### src/tic_defs.vh
`ifndef TIC_DEFS_VH
`define TIC_DEFS_VH
`define TIC_ADDR_CTRL 8'hA1
`define TIC_ADDR_SUBSEC 8'hA2
`define TIC_ADDR_SEC 8'hA3
`define TIC_ADDR_MIN 8'hA4
`define TIC_ADDR_HOUR 8'hA5
`define TIC_ADDR_TARGET 8'hA6
`define TIC_CTRL_RESET 8'h00
`define TIC_BIT_TIME_CLOCK_ENABLE 0
`define TIC_BIT_INTERVAL_COUNT_ENABLE 1
`define TIC_BIT_FLAG 2
`define TIC_BIT_SINGLE 3
`define TIC_BIT_TS_LO 4
`define TIC_BIT_TS_HI 5
`define TIC_CTRL_WMASK 8'h7F
`define TIC_SUBSEC_MAX 8'h7F
`define TIC_SEC_MAX 8'h3B
`define TIC_MIN_MAX 8'h3B
`define TIC_HOUR_MAX 8'h17
`define TIC_TS_SUBSEC 2'h0
`define TIC_TS_SEC 2'h1
`define TIC_TS_MIN 2'h2
`define TIC_TS_HOUR 2'h3
`define TIC_VECTOR 16'h0053
`define TIC_XTAL_HZ 32768
`define TIC_TICK_HZ 128
`endif

### src/tic_interval_timer.v
`include "tic_defs.vh"
`default_nettype none
module tic_interval_timer #(
  parameter DIV_CYCLES = 1
) (
  input wire core_clk,
  input wire sys_rst,
  input wire xtal_tick,
  input wire [7:0] sfr_addr,
  input wire sfr_wr,
  input wire sfr_rd,
  input wire [7:0] sfr_wdata,
  output reg [7:0] sfr_rdata_r,
  input wire interval_irq_enable,
  input wire power_down,
  output wire interval_irq,
  output wire wake_request,
  output wire [15:0] wake_vector
);
  localparam integer TICKS_PER_STEP = (`TIC_XTAL_HZ / `TIC_TICK_HZ) / DIV_CYCLES;
  localparam [31:0] PRESCALE_LAST_W = TICKS_PER_STEP - 1;
  localparam [7:0] PRESCALE_LAST = PRESCALE_LAST_W[7:0];

  reg [7:0] ctrl_r;
  reg [7:0] ctrl_nxt;
  reg [7:0] target_r;
  reg [7:0] interval_timer_r;
  reg [7:0] interval_timer_nxt;
  reg [7:0] prescale_r;
  wire [7:0] subsec_q;
  wire [7:0] sec_q;
  wire [7:0] min_q;
  wire [7:0] hour_q;
  wire subsec_wrap;
  wire sec_wrap;
  wire min_wrap;
  wire hour_wrap;

  wire time_clock_enable = ctrl_r[`TIC_BIT_TIME_CLOCK_ENABLE];
  wire interval_count_enable = ctrl_r[`TIC_BIT_INTERVAL_COUNT_ENABLE];
  wire interval_match_flag = ctrl_r[`TIC_BIT_FLAG];
  wire single_interval_mode = ctrl_r[`TIC_BIT_SINGLE];
  wire [1:0] timebase_sel = {ctrl_r[`TIC_BIT_TS_HI], ctrl_r[`TIC_BIT_TS_LO]};

  function wr_hit;
    input [7:0] addr;
    input [7:0] reg_addr;
    input wr;
    begin
      wr_hit = wr && (addr == reg_addr);
    end
  endfunction

  // Crystal 1/128 s step, every (32768/128)/DIV_CYCLES xtal_tick pulses, so the count depends on DIV_CYCLES
  wire step = time_clock_enable && xtal_tick && (prescale_r == PRESCALE_LAST);
  always @(posedge core_clk) begin
    if (sys_rst || !time_clock_enable) begin
      prescale_r <= 8'h00;
    end else if (xtal_tick) begin
      prescale_r <= step ? 8'h00 : prescale_r + 8'h01;
    end
  end

  // Time registers, cleared while clock disabled, writable for preload only while clock enabled
  wire time_clear = !time_clock_enable;
  tic_wrap_counter #(.MAX(`TIC_SUBSEC_MAX)) u_subsec (
    .core_clk(core_clk), .sys_rst(sys_rst), .clear(time_clear),
    .load(wr_hit(sfr_addr, `TIC_ADDR_SUBSEC, sfr_wr)), .load_data(sfr_wdata),
    .inc(step), .count_r(subsec_q), .wrap(subsec_wrap));
  tic_wrap_counter #(.MAX(`TIC_SEC_MAX)) u_sec (
    .core_clk(core_clk), .sys_rst(sys_rst), .clear(time_clear),
    .load(wr_hit(sfr_addr, `TIC_ADDR_SEC, sfr_wr)), .load_data(sfr_wdata),
    .inc(subsec_wrap), .count_r(sec_q), .wrap(sec_wrap));
  tic_wrap_counter #(.MAX(`TIC_MIN_MAX)) u_min (
    .core_clk(core_clk), .sys_rst(sys_rst), .clear(time_clear),
    .load(wr_hit(sfr_addr, `TIC_ADDR_MIN, sfr_wr)), .load_data(sfr_wdata),
    .inc(sec_wrap), .count_r(min_q), .wrap(min_wrap));
  tic_wrap_counter #(.MAX(`TIC_HOUR_MAX)) u_hour (
    .core_clk(core_clk), .sys_rst(sys_rst), .clear(time_clear),
    .load(wr_hit(sfr_addr, `TIC_ADDR_HOUR, sfr_wr)), .load_data(sfr_wdata),
    .inc(min_wrap), .count_r(hour_q), .wrap(hour_wrap));

  // Timebase overflow selection
  reg base_tick;
  always @* begin
    case (timebase_sel)
      `TIC_TS_SUBSEC: base_tick = step;
      `TIC_TS_SEC: base_tick = subsec_wrap;
      `TIC_TS_MIN: base_tick = sec_wrap;
      `TIC_TS_HOUR: base_tick = min_wrap;
      default: base_tick = 1'b0;
    endcase
  end

  // Interval counter and match
  wire interval_step = interval_count_enable && base_tick;
  wire [7:0] interval_inc = interval_timer_r + 8'h01;
  wire match = interval_step && (interval_inc == target_r);
  always @* begin
    interval_timer_nxt = interval_timer_r;
    if (!interval_count_enable) begin
      interval_timer_nxt = 8'h00;
    end else if (match) begin
      interval_timer_nxt = 8'h00;
    end else if (interval_step) begin
      interval_timer_nxt = interval_inc;
    end
  end

  always @* begin
    ctrl_nxt = ctrl_r;
    if (wr_hit(sfr_addr, `TIC_ADDR_CTRL, sfr_wr)) begin
      ctrl_nxt = sfr_wdata & `TIC_CTRL_WMASK;
      // Flag only clears by writing zero, never set by software
      ctrl_nxt[`TIC_BIT_FLAG] = interval_match_flag & sfr_wdata[`TIC_BIT_FLAG];
    end
    if (match) begin
      ctrl_nxt[`TIC_BIT_FLAG] = 1'b1;
      if (single_interval_mode) begin
        ctrl_nxt[`TIC_BIT_INTERVAL_COUNT_ENABLE] = 1'b0;
      end
    end
  end

  always @(posedge core_clk) begin
    if (sys_rst) begin
      ctrl_r <= `TIC_CTRL_RESET;
      target_r <= 8'h00;
      interval_timer_r <= 8'h00;
    end else begin
      ctrl_r <= ctrl_nxt;
      interval_timer_r <= interval_timer_nxt;
      if (wr_hit(sfr_addr, `TIC_ADDR_TARGET, sfr_wr)) begin
        target_r <= sfr_wdata;
      end
    end
  end

  // Register read port
  always @(posedge core_clk) begin
    if (sys_rst) begin
      sfr_rdata_r <= 8'h00;
    end else if (sfr_rd) begin
      case (sfr_addr)
        `TIC_ADDR_CTRL: sfr_rdata_r <= ctrl_r;
        `TIC_ADDR_SUBSEC: sfr_rdata_r <= subsec_q;
        `TIC_ADDR_SEC: sfr_rdata_r <= sec_q;
        `TIC_ADDR_MIN: sfr_rdata_r <= min_q;
        `TIC_ADDR_HOUR: sfr_rdata_r <= hour_q;
        `TIC_ADDR_TARGET: sfr_rdata_r <= target_r;
        default: sfr_rdata_r <= 8'h00;
      endcase
    end
  end

  assign interval_irq = interval_match_flag && interval_irq_enable;
  assign wake_request = interval_irq && power_down;
  assign wake_vector = `TIC_VECTOR;
endmodule // tic_interval_timer
`default_nettype wire

### src/tic_wrap_counter.v
`default_nettype none
module tic_wrap_counter #(
  parameter [7:0] MAX = 8'h3B
) (
  input wire core_clk,
  input wire sys_rst,
  input wire clear,
  input wire load,
  input wire [7:0] load_data,
  input wire inc,
  output reg [7:0] count_r,
  output wire wrap
);
  reg [7:0] count_nxt;
  assign wrap = inc && (count_r == MAX);
  always @* begin
    count_nxt = count_r;
    if (clear) begin
      count_nxt = 8'h00;
    end else if (load) begin
      count_nxt = load_data;
    end else if (inc) begin
      count_nxt = wrap ? 8'h00 : count_r + 8'h01;
    end
  end
  always @(posedge core_clk) begin
    if (sys_rst) begin
      count_r <= 8'h00;
    end else begin
      count_r <= count_nxt;
    end
  end
endmodule // tic_wrap_counter
`default_nettype wire

### config.mk
export PLATFORM = sky130hd
export DESIGN_NAME = tic_interval_timer
export DESIGN_NICKNAME = d
export VERILOG_FILES = /design/src/tic_interval_timer.v /design/src/tic_wrap_counter.v
export VERILOG_INCLUDE_DIRS = /design/src /design/src/src
export SDC_FILE = /design/constraint.sdc
export NUM_CORES = 1
export LEC_CHECK = 0
export BUFFER_PORTS_ARGS = -buffer_cell sky130_fd_sc_hd__clkbuf_2
export CORE_ASPECT_RATIO = 0.7
export CORE_MARGIN = 10
export CORE_UTILIZATION = 61
export CTS_BUF_LIST = sky130_fd_sc_hd__clkbuf_2
export CTS_CLUSTER_DIAMETER = 120
export CTS_CLUSTER_SIZE = 30
export DETAILED_ROUTE_END_ITERATION = 12
export PLACE_DENSITY = 0.82
export RECOVER_POWER = 50
export SETUP_SLACK_MARGIN = 0.05
export SLEW_MARGIN = 0
export SYNTH_ARGS = -nofsm -noshare
export SYNTH_HDL_FRONTEND = slang
export SYNTH_SLANG_ARGS = --single-unit
### constraint.sdc
create_clock -name core_clk -period 2.7 [get_ports core_clk]
set_input_delay 0.54 -clock core_clk [delete_from_list [all_inputs] [get_ports core_clk]]
set_output_delay 0.54 -clock core_clk [all_outputs]
set_load 0.02 [all_outputs]
# Yosys cells after proc, flatten, opt, wreduce, memory -nomap -nowiden
# Cells that the tools add are included.
# totals
in_bits	23
register_bits	71
wordCells	79
# classes
reduce_logical	26
eq_ne	15
bitwise	3
add_sub_neg	6
mux	18
# ops
cell	n
8-bit 2-to-1 mux	13
8-bit == test, second input constant	7
8-bit by 1-bit adder with 8-bit output, second input constant	6
8-bit one-hot mux with 6 select lines	1
8-bit by 6-bit == test with 1-bit output, second input constant	2
1-bit logical AND	16
2-bit nonzero test	5
8-bit by 5-bit == test with 1-bit output, second input constant	1
8-bit by 7-bit == test with 1-bit output, second input constant	1
8-bit == test	1
2-bit == test, second input constant	2
1-bit one-hot mux with 4 select lines	1
3-bit 2-to-1 mux	1
3-bit OR reduction	1
2-bit by 1-bit == test with 1-bit output, second input constant	1
2-bit zero test	1
2-bit 2-to-1 mux	1
1-bit NOT	2
2-bit OR reduction	1
1-bit AND	1
1-bit zero test	1
1-bit logical OR	1
1-bit 2-to-1 mux	1

# Longest topological paths before layout
# logic_depth
depth_word	9
ltp_mapped	9

# By module
# A second synthesis with hierarchy kept.
# unflattened
hier_cells	527
hier_area_um2	4494.3
# by_module_without_submodules
mod	cells_each	area_per_inst_um2	n_inst
tic_interval_timer	279	2432.3	1
tic_wrap_counter (u_min ...)	61	523.0	2
tic_wrap_counter (u_subsec)	59	509.2	1
tic_wrap_counter (u_hour)	67	506.7	1

# Worst setup path before layout
# Ideal clock, no wire load.
# synth_path
path_kind	input to register
startpoint	input port sfr_addr[6]
endpoint	register u_hour.count_r[4]
path_stages	8
required_ns	2.567
path_buffers	2
arrival_ns	1.975
slack_ns	0.592
path_cell_list	nand4bb_1 > buf_2 > nor4_4 > and2_1 > buf_2 > a21oi_1 > a22oi_1 > a31oi_1
# synth_via
elab_chain_cells	3
word_cells_on_any_way	4
classes_between	1 x eq/ne; 1 x mux; 2 x reduce/logical
# synth_lines
item	line_no	text
start: declaration	tic_interval_timer.v:9	input wire [7:0] sfr_addr,
8-bit == test *	tic_interval_timer.v:50	wr_hit = wr && (addr == reg_addr);
1-bit logical AND *	tic_interval_timer.v:50	
8-bit 2-to-1 mux / 2-bit nonzero test (equally long branches)	--	
end signal: assignment	tic_wrap_counter.v:30	count_r <= count_nxt;
end: declaration	tic_wrap_counter.v:11	output reg [7:0] count_r,
# Mark *: on every way between the ends. The rest lies on a longest branch, timed or not.
# A chain may end at the register's enable or synchronous reset.

# Worst setup path in the final report
# layout_path
startpoint	register u_sec.count_r[0]
endpoint	register interval_timer_r[5]
# layout_via
elab_chain_cells	7
# layout_lines
item	line_no	text
start: declaration	tic_wrap_counter.v:11	
start signal: assignment	tic_wrap_counter.v:30	
8-bit by 6-bit == test with 1-bit output *	tic_wrap_counter.v:15	assign wrap = inc && (count_r == MAX);
1-bit logical AND *	tic_wrap_counter.v:15	
1-bit logical AND	tic_wrap_counter.v:15	
1-bit one-hot mux with 4 select lines *	tic_interval_timer.v:86	case (timebase_sel)
1-bit logical AND *	tic_interval_timer.v:96	wire interval_step = interval_count_enable && base_tick;
1-bit logical AND	tic_interval_timer.v:98	wire match = interval_step && (interval_inc == target_r);
3-bit OR reduction (no line)	--	
end signal: assignment	tic_interval_timer.v:132	interval_timer_r <= interval_timer_nxt;
end: declaration	tic_interval_timer.v:27	reg [7:0] interval_timer_r;
# Marks and branches as above.

==> results.py <==
metrics = {
    "synth": {
        "synth_compound_area_frac": 0.213,
        "async_flop_share": 0,
        "syn_area_per_cell_um2": 8.15,
        "synthMuxAreaShare": 0.0337,
        "syn_inst": 547,
        "synthAdderAreaFrac": 0.0168,
        "synth.yosys.warnings": 0,
        "synthXorXnorAreaFrac": 0.0393,
        "ys_seq_area_frac": 0.319,
        "synthFlopType": "dfxtp_1",
        "netlist_area_um2": 4460,
        "synthSimpleGateAreaFrac": 0.313,
        "synth_top_family_by_area": "simple AND/OR/NAND/NOR gates",
        "ys_seq_elements": 71,
        "synth_edf_count": 0,
        "ys_types": 68,
    },
    "timing": {
        "grt_setup_unrepaired": "no",
        "setup_tns_ns": 0,
        "clock_skew_ns": 0.0218,
        "tightest_slew_ns": 1.64,
        "period_needed_ns": 2.42,
        "finalCritPeriodShare": 0.898,
        "finalMaxSlewViolations": 33,
        "setup_viol": 0,
        "finalHoldViolations": 0,
        "slew_headroom": -0.0948,
        "fmax_mhz": 413,
    },
    "worst_setup_path": {
        "crit_type": "flip-flop to flip-flop",
        "timing.rr.end": "interval_timer_r[5]",
        "endpoint_kind": "flip-flop",
        "start_kind": "flip-flop",
        "cp.required_ns": 3.16,
        "regToRegSetupSlack_ns": 0.28,
        "max_stage_delay_ns": 0.48,
        "arrival_ns": 2.88,
        "rr_worst_depth": 7,
        "crit_path_top_delay_cell": "a221oi_4",
        "r2r_start": "u_sec.count_r[0]",
        "worstPathCellList": "ha_1 -> nor4b_4 -> and2_1 -> nand3_4 -> a221oi_4 -> a2bb2oi_1 -> o21ai_1",
        "cp_max_fo": 10,
    },
    "placed_design": {
        "gp_congestion": 1.04,
        "place_inst": 659,
        "numPortBuffers": 32,
        "post-dp-hpwl_um": 10200,
    },
    "final_layout": {
        "layout-drive-gt1-share": 0.127,
        "final_common_cell": "dfxtp_1",
        "layout.cells.non_filler": 675,
        "final_nets": 605,
        "num-fill-cells": 609,
        "area_growth_pct": 5.67,
        "layout_common_cells": "71 x dfxtp_1, 55 x nor2_1, 50 x nand2_1",
        "diodes": 0,
        "fin_util": 0.681,
    },
    "detailed_routing": {
        "drt_wl_total_um": 13700,
        "ant_nets": 0,
        "drt_first_pass_iters": 7,
        "vias_per_cell": 6.67,
        "drc": 0,
        "drt-initial-drc-count": 634,
        "via_count": 4504,
        "post_drt_wl_per_cell_um": 20.2,
    },
    "worst_hold_path": {
        "holdCritPathClass": "input pin to flip-flop",
        "hold_path_depth": 2,
        "hp-start": "sys_rst",
        "min_to": "sfr_rdata_r[2]",
    },
    "global_route": {
        "grt_pass1_vias": 4177,
        "grt_max_degree": 33,
        "antenna_found_initial": 0,
        "grt_overflow": 0,
        "grt_pass1_wl_um": 21900,
        "grt_usage": 0.240,
    },
    "power": {
        "totalPowerFinal_mw": 1.71,
        "leakage_nw": 1.60,
        "power_density_nw_per_um2": 364,
        "ir_drop_mv": 0.249,
    },
    "run_status": {
        "status": "finished, violations left",
        "violations": "max-capacitance violations, max-slew violations",
    },
    "clock_tree": {
        "cts_root_buffer": "clkbuf_2",
        "cts_tree": "done",
        "cts_buffer_depth": 2,
        "clk_latency_ns": 0.53,
        "ctsHoldBuffers": 0,
        "cts_buffers": 9,
        "htreeDepth": 3,
        "cts_sinks": 71,
        "clkTransAtPathRegs_ns": 0.22,
    },
    "die": {
        "coreArea_um2": 6910,
        "fp-row-count": 25,
        "initial_core_util": 0.645,
        "die_area_um2": 11200,
        "top_level_ports": 49,
        "die_w_um": 122,
        "die_h_um": 91.5,
    },
    "flow_run": {
        "cap_violations": 1,
    },
}
[registers in the layout, indices dropped and copies added, names as in the netlist]
| name | flops |
|---|---|
| ctrl_r | 7 |
| sfr_rdata_r | 8 |
| interval_timer_r | 8 |
| prescale_r | 8 |
| u_subsec.count_r | 8 |
| target_r | 8 |
| u_sec.count_r | 8 |
| u_hour.count_r | 8 |
| u_min.count_r | 8 |
[report_power, final]
part           internal [mW]  total (mW)  switching, mW
Sequential              1.06        1.06        0.00300
Combinational         0.0281       0.119         0.0914
Clock                  0.119       0.535          0.416
Total                   1.20        1.71          0.510
[routing by layer]
metal,vias up,global-route usage,wire [um]
met5,-,0,0
met4,0,0.0587,279
met3,33,0.0903,2040
met2,313,0.321,5300
met1,2092,0.348,6040
li1,2066,-,-
[worst max-delay path by stage]
stage / from / endpoint / slack, ns
after global routing: u_min.count_r[0] / ctrl_r[1] / 0.09
final: u_sec.count_r[0] / interval_timer_r[5] / 0.28
after global placement: u_min.count_r[0] / ctrl_r[1] / 0.22
after detailed placement: sfr_addr[6] / u_subsec.count_r[5] / 0.17
after CTS: u_min.count_r[0] / ctrl_r[1] / 0.20
after floorplan: sfr_addr[6] / u_hour.count_r[4] / 0.59
[cell usage after synthesis, drive strengths merged, types with 2 or more instances]
master | instances | area (um2)
a211oi | 14 | 110
and3 | 12 | 83.8
clkbuf | 16 | 60.1
ha | 6 | 75.1
and2 | 10 | 65.1
inv | 8 | 30.0
nor3 | 18 | 90.1
a21o | 4 | 30.0
a21oi | 34 | 174
or3 | 2 | 12.5
a2bb2oi | 3 | 26.3
o211ai | 4 | 30.0
a311oi | 4 | 35.0
nor2 | 55 | 206
dfxtp | 71 | 1420
mux2i | 15 | 150
a31oi | 3 | 18.8
and4 | 4 | 37.5
xor2 | 12 | 105
buf | 26 | 190
nand2 | 50 | 188
conb | 2 | 7.51
nor4b | 4 | 71.3
o311a | 3 | 30.0
nand4 | 15 | 106
o21ai | 28 | 140
nand2b | 9 | 56.3
nor4 | 9 | 126
a32oi | 2 | 17.5
a221oi | 8 | 87.6
xnor2 | 8 | 70.1
o31ai | 2 | 15.0
nor2b | 7 | 43.8
a22oi | 19 | 143
a222oi | 2 | 20.0
nand3 | 44 | 245
[through the flow]
stage	setup WS [ns]	area [um2]	hold WS (ns)
6_report	0.276	4710	0.252
5_1_grt	0.0853	4710	0.220
4_1_cts	0.203	4730	0.224
3_5_place_dp	0.166	4640	0.472
3_3_place_gp	0.217	4640	0.465
2_1_floorplan	0.592	4510	0.440
[final cells by class]
class / instances / area (um2) / area share
repair buffers: 46 / 238 / 0.0505
inverters: 8 / 30.0 / 0.00638
flip-flops and latches: 71 / 1420 / 0.302
clock buffers: 9 / 45.0 / 0.00957
multi-input cells: 440 / 2810 / 0.596
well taps: 94 / 118 / 0.0250
clock inverters: 7 / 48.8 / 0.0104
[repair_timing]
item | CTS | global route
setup endpoints to repair | 0 | 7
resized for setup | 0 | 1
buffers inserted | 0 | 0
[kinds of logic after synthesis]
kind of cell / count (synthesis)
buffers and inverters: 50
flip-flops: 71
multiplexers: 15
adder cells (fa/ha/maj): 6
AND/OR/NAND/NOR: 246
XOR/XNOR: 20
AO/OA/AOI/OAI: 137
other: 2
[worst max-delay path, delay by kind of cell (launching register included)]
family | cells | cell delay [ns]
flip-flops | 1 | 0.45
AND/OR/NAND/NOR | 3 | 0.88
AO/OA/AOI/OAI | 3 | 0.77
adder cells (fa/ha/maj) | 1 | 0.26
Power figures use the tool's default switching activity.
